**src/hdl/hsr_consts.vh**
```
// Purpose: constants shared by the host strobe and indirect readback block
// Assumes: sixteen-bit host data bus, three direct address lines
// Notes:   offsets are the device's internal write and read locations
`ifndef HSR_CONSTS_VH
`define HSR_CONSTS_VH

// ****************************************************************
// direct addresses on the host bus
// ****************************************************************
`define HSR_DA_DATA_LO 3'h0
`define HSR_DA_DATA_HI 3'h1
`define HSR_DA_WR_ADDR 3'h2
`define HSR_DA_RD_ADDR 3'h3

// ****************************************************************
// global write locations and the ild read location
// ****************************************************************
`define HSR_GWA_TEST_ENI 16'hF808
`define HSR_GWA_SYNC_OUT 16'hF809
`define HSR_GWA_SLOT_BASE 11'h7C1
`define HSR_GRA_ILD 16'hF806

// ****************************************************************
// per-channel offsets, channel nibble in bits 15:12
// ****************************************************************
`define HSR_CH_GLOBAL 4'hF
`define HSR_OFS_CARRIER 12'h006
`define HSR_OFS_TIMING 12'h009
`define HSR_OFS_WAIT 12'h00C
`define HSR_OFS_AGC 12'h00F
`define HSR_OFS_MEM_LO 12'h100
`define HSR_OFS_MEM_HI 12'h5FF

// ****************************************************************
// channel control bits and slot fields
// ****************************************************************
`define HSR_CTRL_ENI_LEVEL 11
`define HSR_CTRL_ENI_SRC 12
`define HSR_SLOT_W 5
`define HSR_SLOT_N 32
`define HSR_DT_I_HI 3'h0
`define HSR_DT_I_LO 3'h1
`define HSR_DT_Q_HI 3'h2
`define HSR_DT_Q_LO 3'h3
`define HSR_DT_MAG_HI 3'h4
`define HSR_DT_MAG_LO 3'h5
`define HSR_DT_PHASE 3'h6
`define HSR_DT_GAIN 3'h7

`endif

```
**src/hdl/hsr_pin_sync.v**
```verilog
// Purpose: two-stage synchroniser for host bus pins
// Assumes: pins change asynchronously to core_clk
// Notes:   the first stage is read only by the second stage
`timescale 1ns/1ns
`default_nettype none

module hsr_pin_sync #(
  parameter W = 1
) (
  input wire core_clk,
  input wire reset,
  input wire [W-1:0] pin_in,
  input wire [W-1:0] rst_val,
  output wire [W-1:0] sync_out
);

  reg [W-1:0] meta_q;
  reg [W-1:0] sync_q;

  // ****************************************************************
  // two flops, reset to the idle pin level
  // ****************************************************************
  always @(posedge core_clk) begin
    if (reset) begin
      meta_q <= rst_val;
      sync_q <= rst_val;
    end else begin
      meta_q <= pin_in;
      sync_q <= meta_q;
    end
  end

  assign sync_out = sync_q;

endmodule
`default_nettype wire

```
**src/hdl/hsr_host_strobe.v**
```verilog
// Purpose: host strobes, fifo read-order slots and indirect readback
// Assumes: host pins asynchronous; channel data and memories on core_clk
// Notes:   a write acts on the rising edge of the synchronised write pin
`timescale 1ns/1ns
`default_nettype none
`include "hsr_consts.vh"

module hsr_host_strobe (
  input wire core_clk,
  input wire reset,
  input wire ce_n,
  input wire wr_n,
  input wire rd_n,
  input wire [2:0] addr,
  input wire [15:0] p_in,
  output wire [15:0] p_out,
  output wire p_oe,
  input wire [3:0] ch_eni_level,
  input wire [3:0] ch_eni_src,
  output wire [3:0] input_enable_strobe,
  output wire sync_out_pin,
  input wire sync_in_pin,
  output wire sync_event,
  input wire [4:0] fifo_slot_idx,
  input wire [95:0] i_data,
  input wire [95:0] q_data,
  input wire [95:0] mag_data,
  input wire [63:0] phase_data,
  input wire [63:0] agc_gain,
  output wire [1:0] fifo_chan,
  output wire [15:0] fifo_word,
  input wire [127:0] carrier_freq,
  input wire [127:0] timing_freq,
  input wire [127:0] wait_counts,
  input wire [31:0] ild_result,
  output wire mem_fetch,
  output wire [15:0] mem_addr,
  input wire [31:0] mem_rd_data
);

  // ****************************************************************
  // pin synchronisation
  // ****************************************************************
  wire [21:0] pins_s;
  wire sync_in_s;

  hsr_pin_sync #(.W(22)) u_bus_sync (
    .core_clk(core_clk),
    .reset(reset),
    .pin_in({ce_n, wr_n, rd_n, addr, p_in}),
    .rst_val({3'h7, 3'h0, 16'h0000}),
    .sync_out(pins_s)
  );

  hsr_pin_sync #(.W(1)) u_syncin_sync (
    .core_clk(core_clk),
    .reset(reset),
    .pin_in(sync_in_pin),
    .rst_val(1'b0),
    .sync_out(sync_in_s)
  );

  wire ce_s = pins_s[21];
  wire wr_s = pins_s[20];
  wire rd_s = pins_s[19];
  wire [2:0] addr_s = pins_s[18:16];
  wire [15:0] data_s = pins_s[15:0];

  // ****************************************************************
  // write completion: rising edge of the synchronised write pin
  // ****************************************************************
  reg wr_prev_q;
  reg ce_prev_q;
  wire wr_done = wr_s & ~wr_prev_q & ~ce_prev_q; // one clock per write

  always @(posedge core_clk) begin
    if (reset) begin
      wr_prev_q <= 1'b1;
      ce_prev_q <= 1'b1;
    end else begin
      wr_prev_q <= wr_s;
      ce_prev_q <= ce_s;
    end
  end

  wire wr_lo = wr_done & (addr_s == `HSR_DA_DATA_LO);
  wire wr_go = wr_done & (addr_s == `HSR_DA_WR_ADDR);
  wire wr_ira = wr_done & (addr_s == `HSR_DA_RD_ADDR);

  // ****************************************************************
  // write holding data and internal write decode
  // ****************************************************************
  reg [15:0] wdata_q;

  always @(posedge core_clk) begin
    if (reset) begin
      wdata_q <= 16'h0000;
    end else if (wr_lo) begin
      wdata_q <= data_s;
    end
  end

  wire glob_wr = wr_go & (data_s[15:12] == `HSR_CH_GLOBAL);
  wire eni_hit = glob_wr & (data_s == `HSR_GWA_TEST_ENI);
  wire sync_hit = glob_wr & (data_s == `HSR_GWA_SYNC_OUT);
  wire slot_hit = wr_go & (data_s[15:5] == `HSR_GWA_SLOT_BASE);
  // agc sampling write, nibble F samples every channel
  wire agc_hit = wr_go & (data_s[11:0] == `HSR_OFS_AGC);

  // ****************************************************************
  // strobe outputs, registered so each spans one clock
  // ****************************************************************
  reg eni_strobe_q;
  reg sync_out_q;
  reg sync_in_prev_q;
  reg sync_event_q;

  always @(posedge core_clk) begin
    if (reset) begin
      eni_strobe_q <= 1'b0;
      sync_out_q <= 1'b0;
      sync_in_prev_q <= 1'b0;
      sync_event_q <= 1'b0;
    end else begin
      eni_strobe_q <= eni_hit;
      sync_out_q <= sync_hit; // data value ignored
      sync_in_prev_q <= sync_in_s;
      sync_event_q <= sync_in_s & ~sync_in_prev_q; // aligns channels
    end
  end

  assign sync_out_pin = sync_out_q;
  assign sync_event = sync_event_q;

  // ****************************************************************
  // per channel: enable source choice and agc gain capture
  // ****************************************************************
  reg [15:0] agc_hold_q [0:3];
  genvar g;

  generate
    for (g = 0; g < 4; g = g + 1) begin : g_ch
      // bit 12 picks the write strobe, otherwise bit 11 is the level
      assign input_enable_strobe[g] = ch_eni_src[g] ? eni_strobe_q : ch_eni_level[g];

      always @(posedge core_clk) begin
        if (reset) begin
          agc_hold_q[g] <= 16'h0000;
        end else if (agc_hit &&
                     (data_s[15:12] == `HSR_CH_GLOBAL || data_s[15:12] == g)) begin
          agc_hold_q[g] <= agc_gain[16*g +: 16]; // same edge for all
        end
      end
    end
  endgenerate

  // ****************************************************************
  // fifo read-order slots
  // ****************************************************************
  reg [4:0] slot_q [0:31];
  integer k;

  always @(posedge core_clk) begin
    if (reset) begin
      for (k = 0; k < `HSR_SLOT_N; k = k + 1) begin
        slot_q[k] <= 5'h00;
      end
    end else if (slot_hit) begin
      slot_q[data_s[4:0]] <= wdata_q[4:0]; // low five bits kept
    end
  end

  // pick one 16-bit word from the channel data by type code
  function [15:0] type_word;
    input [2:0] dt;
    input [23:0] i_w;
    input [23:0] q_w;
    input [23:0] m_w;
    input [15:0] ph_w;
    input [15:0] gn_w;
    begin
      case (dt)
        `HSR_DT_I_HI: type_word = i_w[23:8];
        `HSR_DT_I_LO: type_word = {i_w[7:0], 8'h00};
        `HSR_DT_Q_HI: type_word = q_w[23:8];
        `HSR_DT_Q_LO: type_word = {q_w[7:0], 8'h00};
        `HSR_DT_MAG_HI: type_word = m_w[23:8];
        `HSR_DT_MAG_LO: type_word = {m_w[7:0], 8'h00};
        `HSR_DT_PHASE: type_word = ph_w;
        default: type_word = gn_w;
      endcase
    end
  endfunction

  wire [4:0] cur_slot = slot_q[fifo_slot_idx];
  wire [1:0] cur_ch = cur_slot[4:3]; // channel high, type low
  reg [15:0] fifo_word_q;
  reg [1:0] fifo_chan_q;

  // ****************************************************************
  // fifo word: one clock from slot index to data
  // ****************************************************************
  always @(posedge core_clk) begin
    if (reset) begin
      fifo_word_q <= 16'h0000;
      fifo_chan_q <= 2'h0;
    end else begin
      fifo_chan_q <= cur_ch;
      fifo_word_q <= type_word(cur_slot[2:0], i_data[24*cur_ch +: 24],
                               q_data[24*cur_ch +: 24], mag_data[24*cur_ch +: 24],
                               phase_data[16*cur_ch +: 16], agc_gain[16*cur_ch +: 16]);
    end
  end

  assign fifo_chan = fifo_chan_q;
  assign fifo_word = fifo_word_q;

  // ****************************************************************
  // indirect read address and memory fetch
  // ****************************************************************
  reg [15:0] ira_q;
  reg fetch_q;
  reg fetch_dly_q;
  reg [31:0] fetched_q;
  wire [11:0] ofs_in = data_s[11:0];
  wire ira_mem = (data_s[15:12] != `HSR_CH_GLOBAL) &&
                 (ofs_in >= `HSR_OFS_MEM_LO) && (ofs_in <= `HSR_OFS_MEM_HI);

  always @(posedge core_clk) begin
    if (reset) begin
      ira_q <= 16'h0000;
      fetch_q <= 1'b0;
      fetch_dly_q <= 1'b0;
      fetched_q <= 32'h00000000;
    end else begin
      if (wr_ira) begin
        ira_q <= data_s; // selects the source
      end
      fetch_q <= wr_ira & ira_mem; // fresh strobe on every write of a memory location
      fetch_dly_q <= fetch_q;
      if (fetch_dly_q) begin
        fetched_q <= mem_rd_data; // memory answers one clock after the strobe
      end
    end
  end

  assign mem_fetch = fetch_q;
  assign mem_addr = ira_q;

  // ****************************************************************
  // readback mux: live for unstrobed sources
  // ****************************************************************
  // nibble F on a per-channel source reads channel 0; other nibbles wrap
  wire [1:0] rch = (ira_q[15:12] == `HSR_CH_GLOBAL) ? 2'h0 : ira_q[13:12];
  wire [11:0] rofs = ira_q[11:0];
  reg [31:0] rdata;

  always @* begin
    rdata = 32'h00000000;
    if (ira_q == `HSR_GRA_ILD) begin
      rdata = ild_result;
    end else if (ira_q[15:5] == `HSR_GWA_SLOT_BASE) begin
      rdata = {27'h0000000, slot_q[ira_q[4:0]]};
    end else if (rofs == `HSR_OFS_CARRIER) begin
      rdata = carrier_freq[32*rch +: 32];
    end else if (rofs == `HSR_OFS_TIMING) begin
      rdata = timing_freq[32*rch +: 32];
    end else if (rofs == `HSR_OFS_WAIT) begin
      rdata = wait_counts[32*rch +: 32];
    end else if (rofs == `HSR_OFS_AGC) begin
      rdata = {16'h0000, agc_hold_q[rch]}; // stale until sampled
    end else if (rofs >= `HSR_OFS_MEM_LO && rofs <= `HSR_OFS_MEM_HI) begin
      rdata = fetched_q;
    end
  end

  // ****************************************************************
  // host data bus drive
  // ****************************************************************
  reg [15:0] p_out_q;
  reg p_oe_q;

  always @(posedge core_clk) begin
    if (reset) begin
      p_out_q <= 16'h0000;
      p_oe_q <= 1'b0;
    end else begin
      p_oe_q <= ~ce_s & ~rd_s;
      // direct addresses other than 0 and 1 read as zero
      p_out_q <= (addr_s == `HSR_DA_DATA_HI) ? rdata[31:16] :
                 (addr_s == `HSR_DA_DATA_LO) ? rdata[15:0] : 16'h0000;
    end
  end

  assign p_out = p_out_q;
  assign p_oe = p_oe_q;

endmodule
`default_nettype wire

```
**config.mk**
```make
export PLATFORM = sky130hd
export DESIGN_NAME = hsr_host_strobe
export DESIGN_NICKNAME = d
export VERILOG_FILES = /design/src/hdl/hsr_pin_sync.v /design/src/hdl/hsr_host_strobe.v
export VERILOG_INCLUDE_DIRS = /design/src /design/src/hdl
export SDC_FILE = /design/constraint.sdc
export NUM_CORES = 1
export LEC_CHECK = 0
export BUFFER_PORTS_ARGS = -buffer_cell sky130_fd_sc_hd__buf_2
export CAP_MARGIN = 0
export CORE_AREA = 2 2 371 373
export CTS_CLUSTER_DIAMETER = 100
export DETAILED_ROUTE_END_ITERATION = 16
export DIE_AREA = 0 0 373 375
export PLACE_DENSITY_LB_ADDON = 0.3
export SLEW_MARGIN = 20
export SYNTH_ARGS = -nofsm -noshare
export SYNTH_HDL_FRONTEND = slang
export SYNTH_SLANG_ARGS = --single-unit
```
**constraint.sdc**
```tcl
create_clock -name core_clk -period 3.97 [get_ports core_clk]
set_input_delay 0.794 -clock core_clk [delete_from_list [all_inputs] [get_ports core_clk]]
set_output_delay 0.794 -clock core_clk [all_outputs]
set_load 0.01 [all_outputs]
```
# Yosys cells after proc, flatten, opt, wreduce, memory -nomap -nowiden
# Memories as Yosys holds them, arrays and structs flattened. A register that Yosys moved wholly into a read port is not among the register bits.
# Index checks and enable logic that the tools add are counted.
# classes
mul	1
order_cmp	4
n_eq_ne	25
shifts	8
n_mux	41
n_bitwise	22
n_reduce_logical	15
# ops
op	count
$shiftx A128 B8 Y32	3
$shiftx A96 B8 Y24	3
$mux W32	7
$shiftx A64 B7 Y16	2
$pmux W16 S7	1
$mux W16	6
$eq A12 B4 Y1 const B	4
$eq A16 B16 Y1 const B	3
$ge A12 B9 Y1 const B	2
$le A12 B11 Y1 const B	2
$eq A11 B11 Y1 const B	2
$mux W1	22
$mux W5	4
$and A1 B1 Y1	13
$eq A12 B3 Y1 const B	1
$eq A3 B2 Y1 const B	4
$eq A3 B3 Y1 const B	3
$eq A4 B2 Y1 const B	2
$eq A4 B4 Y1 const B	2
$logic_and A1 B1 Y1	7
$eq A3 B1 Y1 const B	2
$logic_not A3 Y1	2
$not A1 Y1	5
$reduce_or A5 Y1	1
other kinds (7)	13
# totals
reg_bits	142
mem_bits_rw	224
inputBits	902
output_inout_bits	58
elab_cells	137
mem_count	2
# mem_list
memory	words	width	read_ports	rd_clocked_by_memory_dff	wr	line	text
slot_q	32	5	2	1	32	hsr_host_strobe.v:160	reg [4:0] slot_q [0:31];
agc_hold_q	4	16	1	0	4	hsr_host_strobe.v:138	reg [15:0] agc_hold_q [0:3];

# Longest topological paths before layout
# logic_depth
depth_word	11
mapped_depth	15
mapped_depth_nobuf	9

# Cells and area by module
# A second synthesis with hierarchy kept.
# hier_totals
cells_unflattened	2175
area_unflattened_um2	24010.5
# by_module_without_submodules
mod	instances	cells_each	area_per_inst_um2	seq_area_each_um2
hsr_host_strobe	1	2078	22330.2	8748.4
hsr_pin_sync (u_bus_sync)	1	93	1617.8	880.8
hsr_pin_sync (u_syncin_sync)	1	4	62.6	40.0

# Worst setup path before layout
# OpenSTA, ideal clock, no wires.
# synth_path
path_kind	input to register
startpoint	in fifo_slot_idx[2]
endpoint	reg fifo_word_q[1], in the netlist fifo_word[1]
setup_time_ns	0.126
t_arrival_ns	3.647
required_ns	3.844
setup_slack_ns	0.197
stages	12
n_path_buf	3
cell_sequence	buf_2 -> buf_1 -> mux4_2 -> mux4_2 -> mux2_2 -> nor3_4 -> buf_4 -> mux2_2 -> nand2_1 -> o21ai_0 -> a22oi_1 -> o21ai_0
# synth_between
elab_chain_len	4
elab_cells_between_ends	15
cone_classes	1 x mul; 6 x eq/ne; 5 x shift; 1 x mux; 1 x reduce/logical; 1 x memory
# synth_rtl
element	line	text
start, declared	hsr_host_strobe.v:24	input wire [4:0] fifo_slot_idx,
$mem_v2 Z32 W5 (*)	--	
$mul A2 B2 Y4	hsr_host_strobe.v:209, hsr_host_strobe.v:210	
$shiftx A96 B8 Y24, on equally long branches	hsr_host_strobe.v:210, hsr_host_strobe.v:209	
$pmux W16 S7 (*)	hsr_host_strobe.v:182	case (dt)
end signal, assigned	hsr_host_strobe.v:209	fifo_word_q <= type_word(cur_slot[2:0], i_data[24*cur_ch +: 24],
end, declared	hsr_host_strobe.v:197	reg [15:0] fifo_word_q;
# Every way passes the cells marked *; elsewhere a longest branch is shown, timed or not.
# A chain may end at the register's enable or synchronous reset.

# Worst setup path in the final report
# layout_path
startpoint	in fifo_slot_idx[1]
endpoint	reg fifo_word_q[3], in the netlist fifo_word[3]
# The elaborated chain is that of the path after synthesis.

==> metrics.cfg <==
[pwr]
sw_frac_of_total=0.291
internal_power_uw=8370
pwr-share-seq=0.366
p_switching_uw=3430
clockPowerShare=0.418
peakVddDrop_v=0.000310
p_comb_frac=0.216
leakage_uw=0.0139
power.density_mw_per_mm2=348

[yosys]
yosysTopAreaCell=edfxtp_1
yosysUniqueCellTypes=66
synth_top_area_frac=0.284
synth_edf_count=224
synth_common_cells=nand2_1 (302), and2_1 (264), edfxtp_1 (224)
avgSynthCellArea_um2=9.97
synth-seq-cells=371
syn_nets=3273
ys.flop_type=edfxtp_1
synthArstFlopShare=0
synth_area_leaders=edfxtp_1 (28%), dfxtp_1 (12%), mux4_2 (8.6%)
synth_area_mm2=0.0237
synth-seq-area-share=0.409
synth_most_common_cell=nand2_1
syn_inst=2371
synth_warnings=0

[clock_tree]
cts_resized=0
cts_setup_buffers=0
cts_tree=done
hold_buffers=0
cts_buffer_depth=3
root_buffer=clkbuf_16
clkLatencyLatePin_ns=0.65
cts.sinks=371
numCtsBuffers=51
path_clk_slew_ns=0.06
cts-htree-levels=2

[sta]
timing.hold.ws_ns=0.333
fin_crit_sh=0.972
rsz0062_at_grt=false
period_needed_ns=3.86
slew_violations=0
setup_ws_ns=0.112
hold_viol_final=0
max_slew_margin=0.256
finalSetupTns_ns=0
setup_viol=0
max_freq_mhz=259
tightest_slew_ns=1.11
clock_skew_ns=0.0406

[floorplanning]
initial_core_util=0.174
std_cell_rows=136
io_pins=960
core_area_mm2=0.136
dieArea_mm2=0.140
fp.dieW_um=373
die_y_um=375

[route]
antenna_left=0
firstDrtPassIters=8
dr_total_vias=24573
wl_met1_um=57500
via_per_inst=4.67
route.detailed.drc=0
wl_met3_um=10900
first_iter_violations=2360
routed_wl_um=143000
met2WireLength_um=69300
wire_per_inst_um=27.2
top_layer_used=met5

[layout]
fin_nets=4316
finalInstanceArea_mm2=0.0339
syn2layout_area_growth_pct=43.5
stdcell_count=5260
drive_gt1_frac=0.442

[outcome]
status=finished, final reports clean

[place]
hpwl_um=118000
place_ws_ns=-0.630
gp_congestion=0.927
placed_cell_area_mm2=0.0321
port_buffers=959
placed_cells=5155

[global_route]
track_usage=0.194
grt_pass1_wl_um=192000
grt_pass1_vias=24029
grt_max_degree=116
gr-total-overflow=0
antenna_found_initial=41

[worst_setup_path]
arrival_ns=4.35
crit_family=multiplexers
cp_cell_sequence=buf_2, buf_12, mux4_2, mux4_2, mux2_2, nor3_4, buf_4, buf_12, mux2_2, nand2_1, o21ai_0, a22oi_1, o21ai_0
path_buf_inv=4
worstSetupStartpoint=fifo_slot_idx[1]
crit_path_max_fanout=14
endpoint_kind=register
reg2reg_to=fifo_word[3]
worst_setup_path_start_kind=primary input
cp.required_ns=4.46
crit_slowest_cell=mux4_2
r2r_setup_slack_ns=0.13
critPathKind=primary input to register
critical-path-max-stage-delay_ns=0.55
rr_startpoint=slot_q[4][0]
reg2regPathDepth=11

[job]
cap_violations=0

[min_path]
min_from=wr_n
min_path_type=primary input to register
holdPathEnd=u_bus_sync.meta_q[20]
min_path_cells=2

worst register-to-register path, cell delays in order, from the launching register on:
cell and delay, ns:
edfxtp_1 0.44, mux4_2 0.51, mux4_2 0.54, mux2_2 0.34
nor3_4 0.24, buf_4 0.34, buf_12 0.19, mux2_2 0.33
nand2_1 0.06, o21ai_0 0.15, a22oi_1 0.40, o21ai_0 0.14
registers in the layout, summed over array words and instances (netlist names), 5 cells and up, named ones only:
register             flops
wdata_q                  5
fetched_q               32
u_bus_sync.meta_q       22
mem_addr                16
fifo_word               16
u_bus_sync.sync_out     22
p_out                   16
slot_q                 160
agc_hold_q              64
area by class of cell:
class / count / area (um2)
fillers: 14835 / 102000
well taps: 1794 / 2240
multi-input cells: 1791 / 13300
clock inverters: 27 / 353
diodes: 9 / 22.5
inverters: 1 / 3.75
repair buffers: 1198 / 6950
clock buffers: 69 / 1420
flip-flops and latches: 371 / 9680
worst max path at each step:
stage                     to  slack (ns)  depth (start not counted)
2_1_floorplan   fifo_word[1]        0.20                         12
3_3_place_gp   fifo_word[15]       -0.67                         14
3_5_place_dp   fifo_word[15]       -0.63                         14
4_1_cts        fifo_word[15]        0.05                         14
5_1_grt        fifo_word[13]        0.05                         15
6_report        fifo_word[3]        0.11                         13
power groups by stage:
stage / clock, uW / sequential (uW) / combinational (uW)
finish: 4930 / 4320 / 2550
global route: 5180 / 4330 / 2720
CTS: 5030 / 4320 / 2540
detailed placement: 0 / 4400 / 2530
global placement: 0 / 4400 / 2530
floorplan: 0 / 4350 / 1070
cell families (layout without fill, tap and decap cells):
logic type                count (synthesis)  count (layout)  synth area share
and+or+nand+nor                         938             938             0.200
AOI/OAI and AO/OA                       484             484             0.146
DFF                                     371             371             0.409
muxes                                   368             368             0.208
buffers and inverters                   209            1295            0.0371
xor gates and xnor gates                  1               1          0.000370
other                                     0               9                 0
layout by cell type, fill, tap and decap left out, types with 68 or more instances in the layout:
master    count
dfxtp_1     140
buf_4       211
nand2_1     300
edfxtp_1    224
nor2b_1      68
mux2i_1     192
mux2_2       79
nor2_1      133
buf_2       958
and2_1      262
mux4_2       90
routing by layer:
metal  vias up  global-route usage
met5         -                   0
met4        28              0.0582
met3       236              0.0468
met2      1136               0.333
met1     12141               0.238
li1      11032                   -
per-stage QoR:
step                utilization  total power, uW
floorplan                     -             5420
global placement          0.236             6930
detailed placement        0.236             6930
CTS                       0.249            11900
global route              0.249            12200
finish                    0.249            11800
Note: power is estimated with default switching activity, not from simulation.
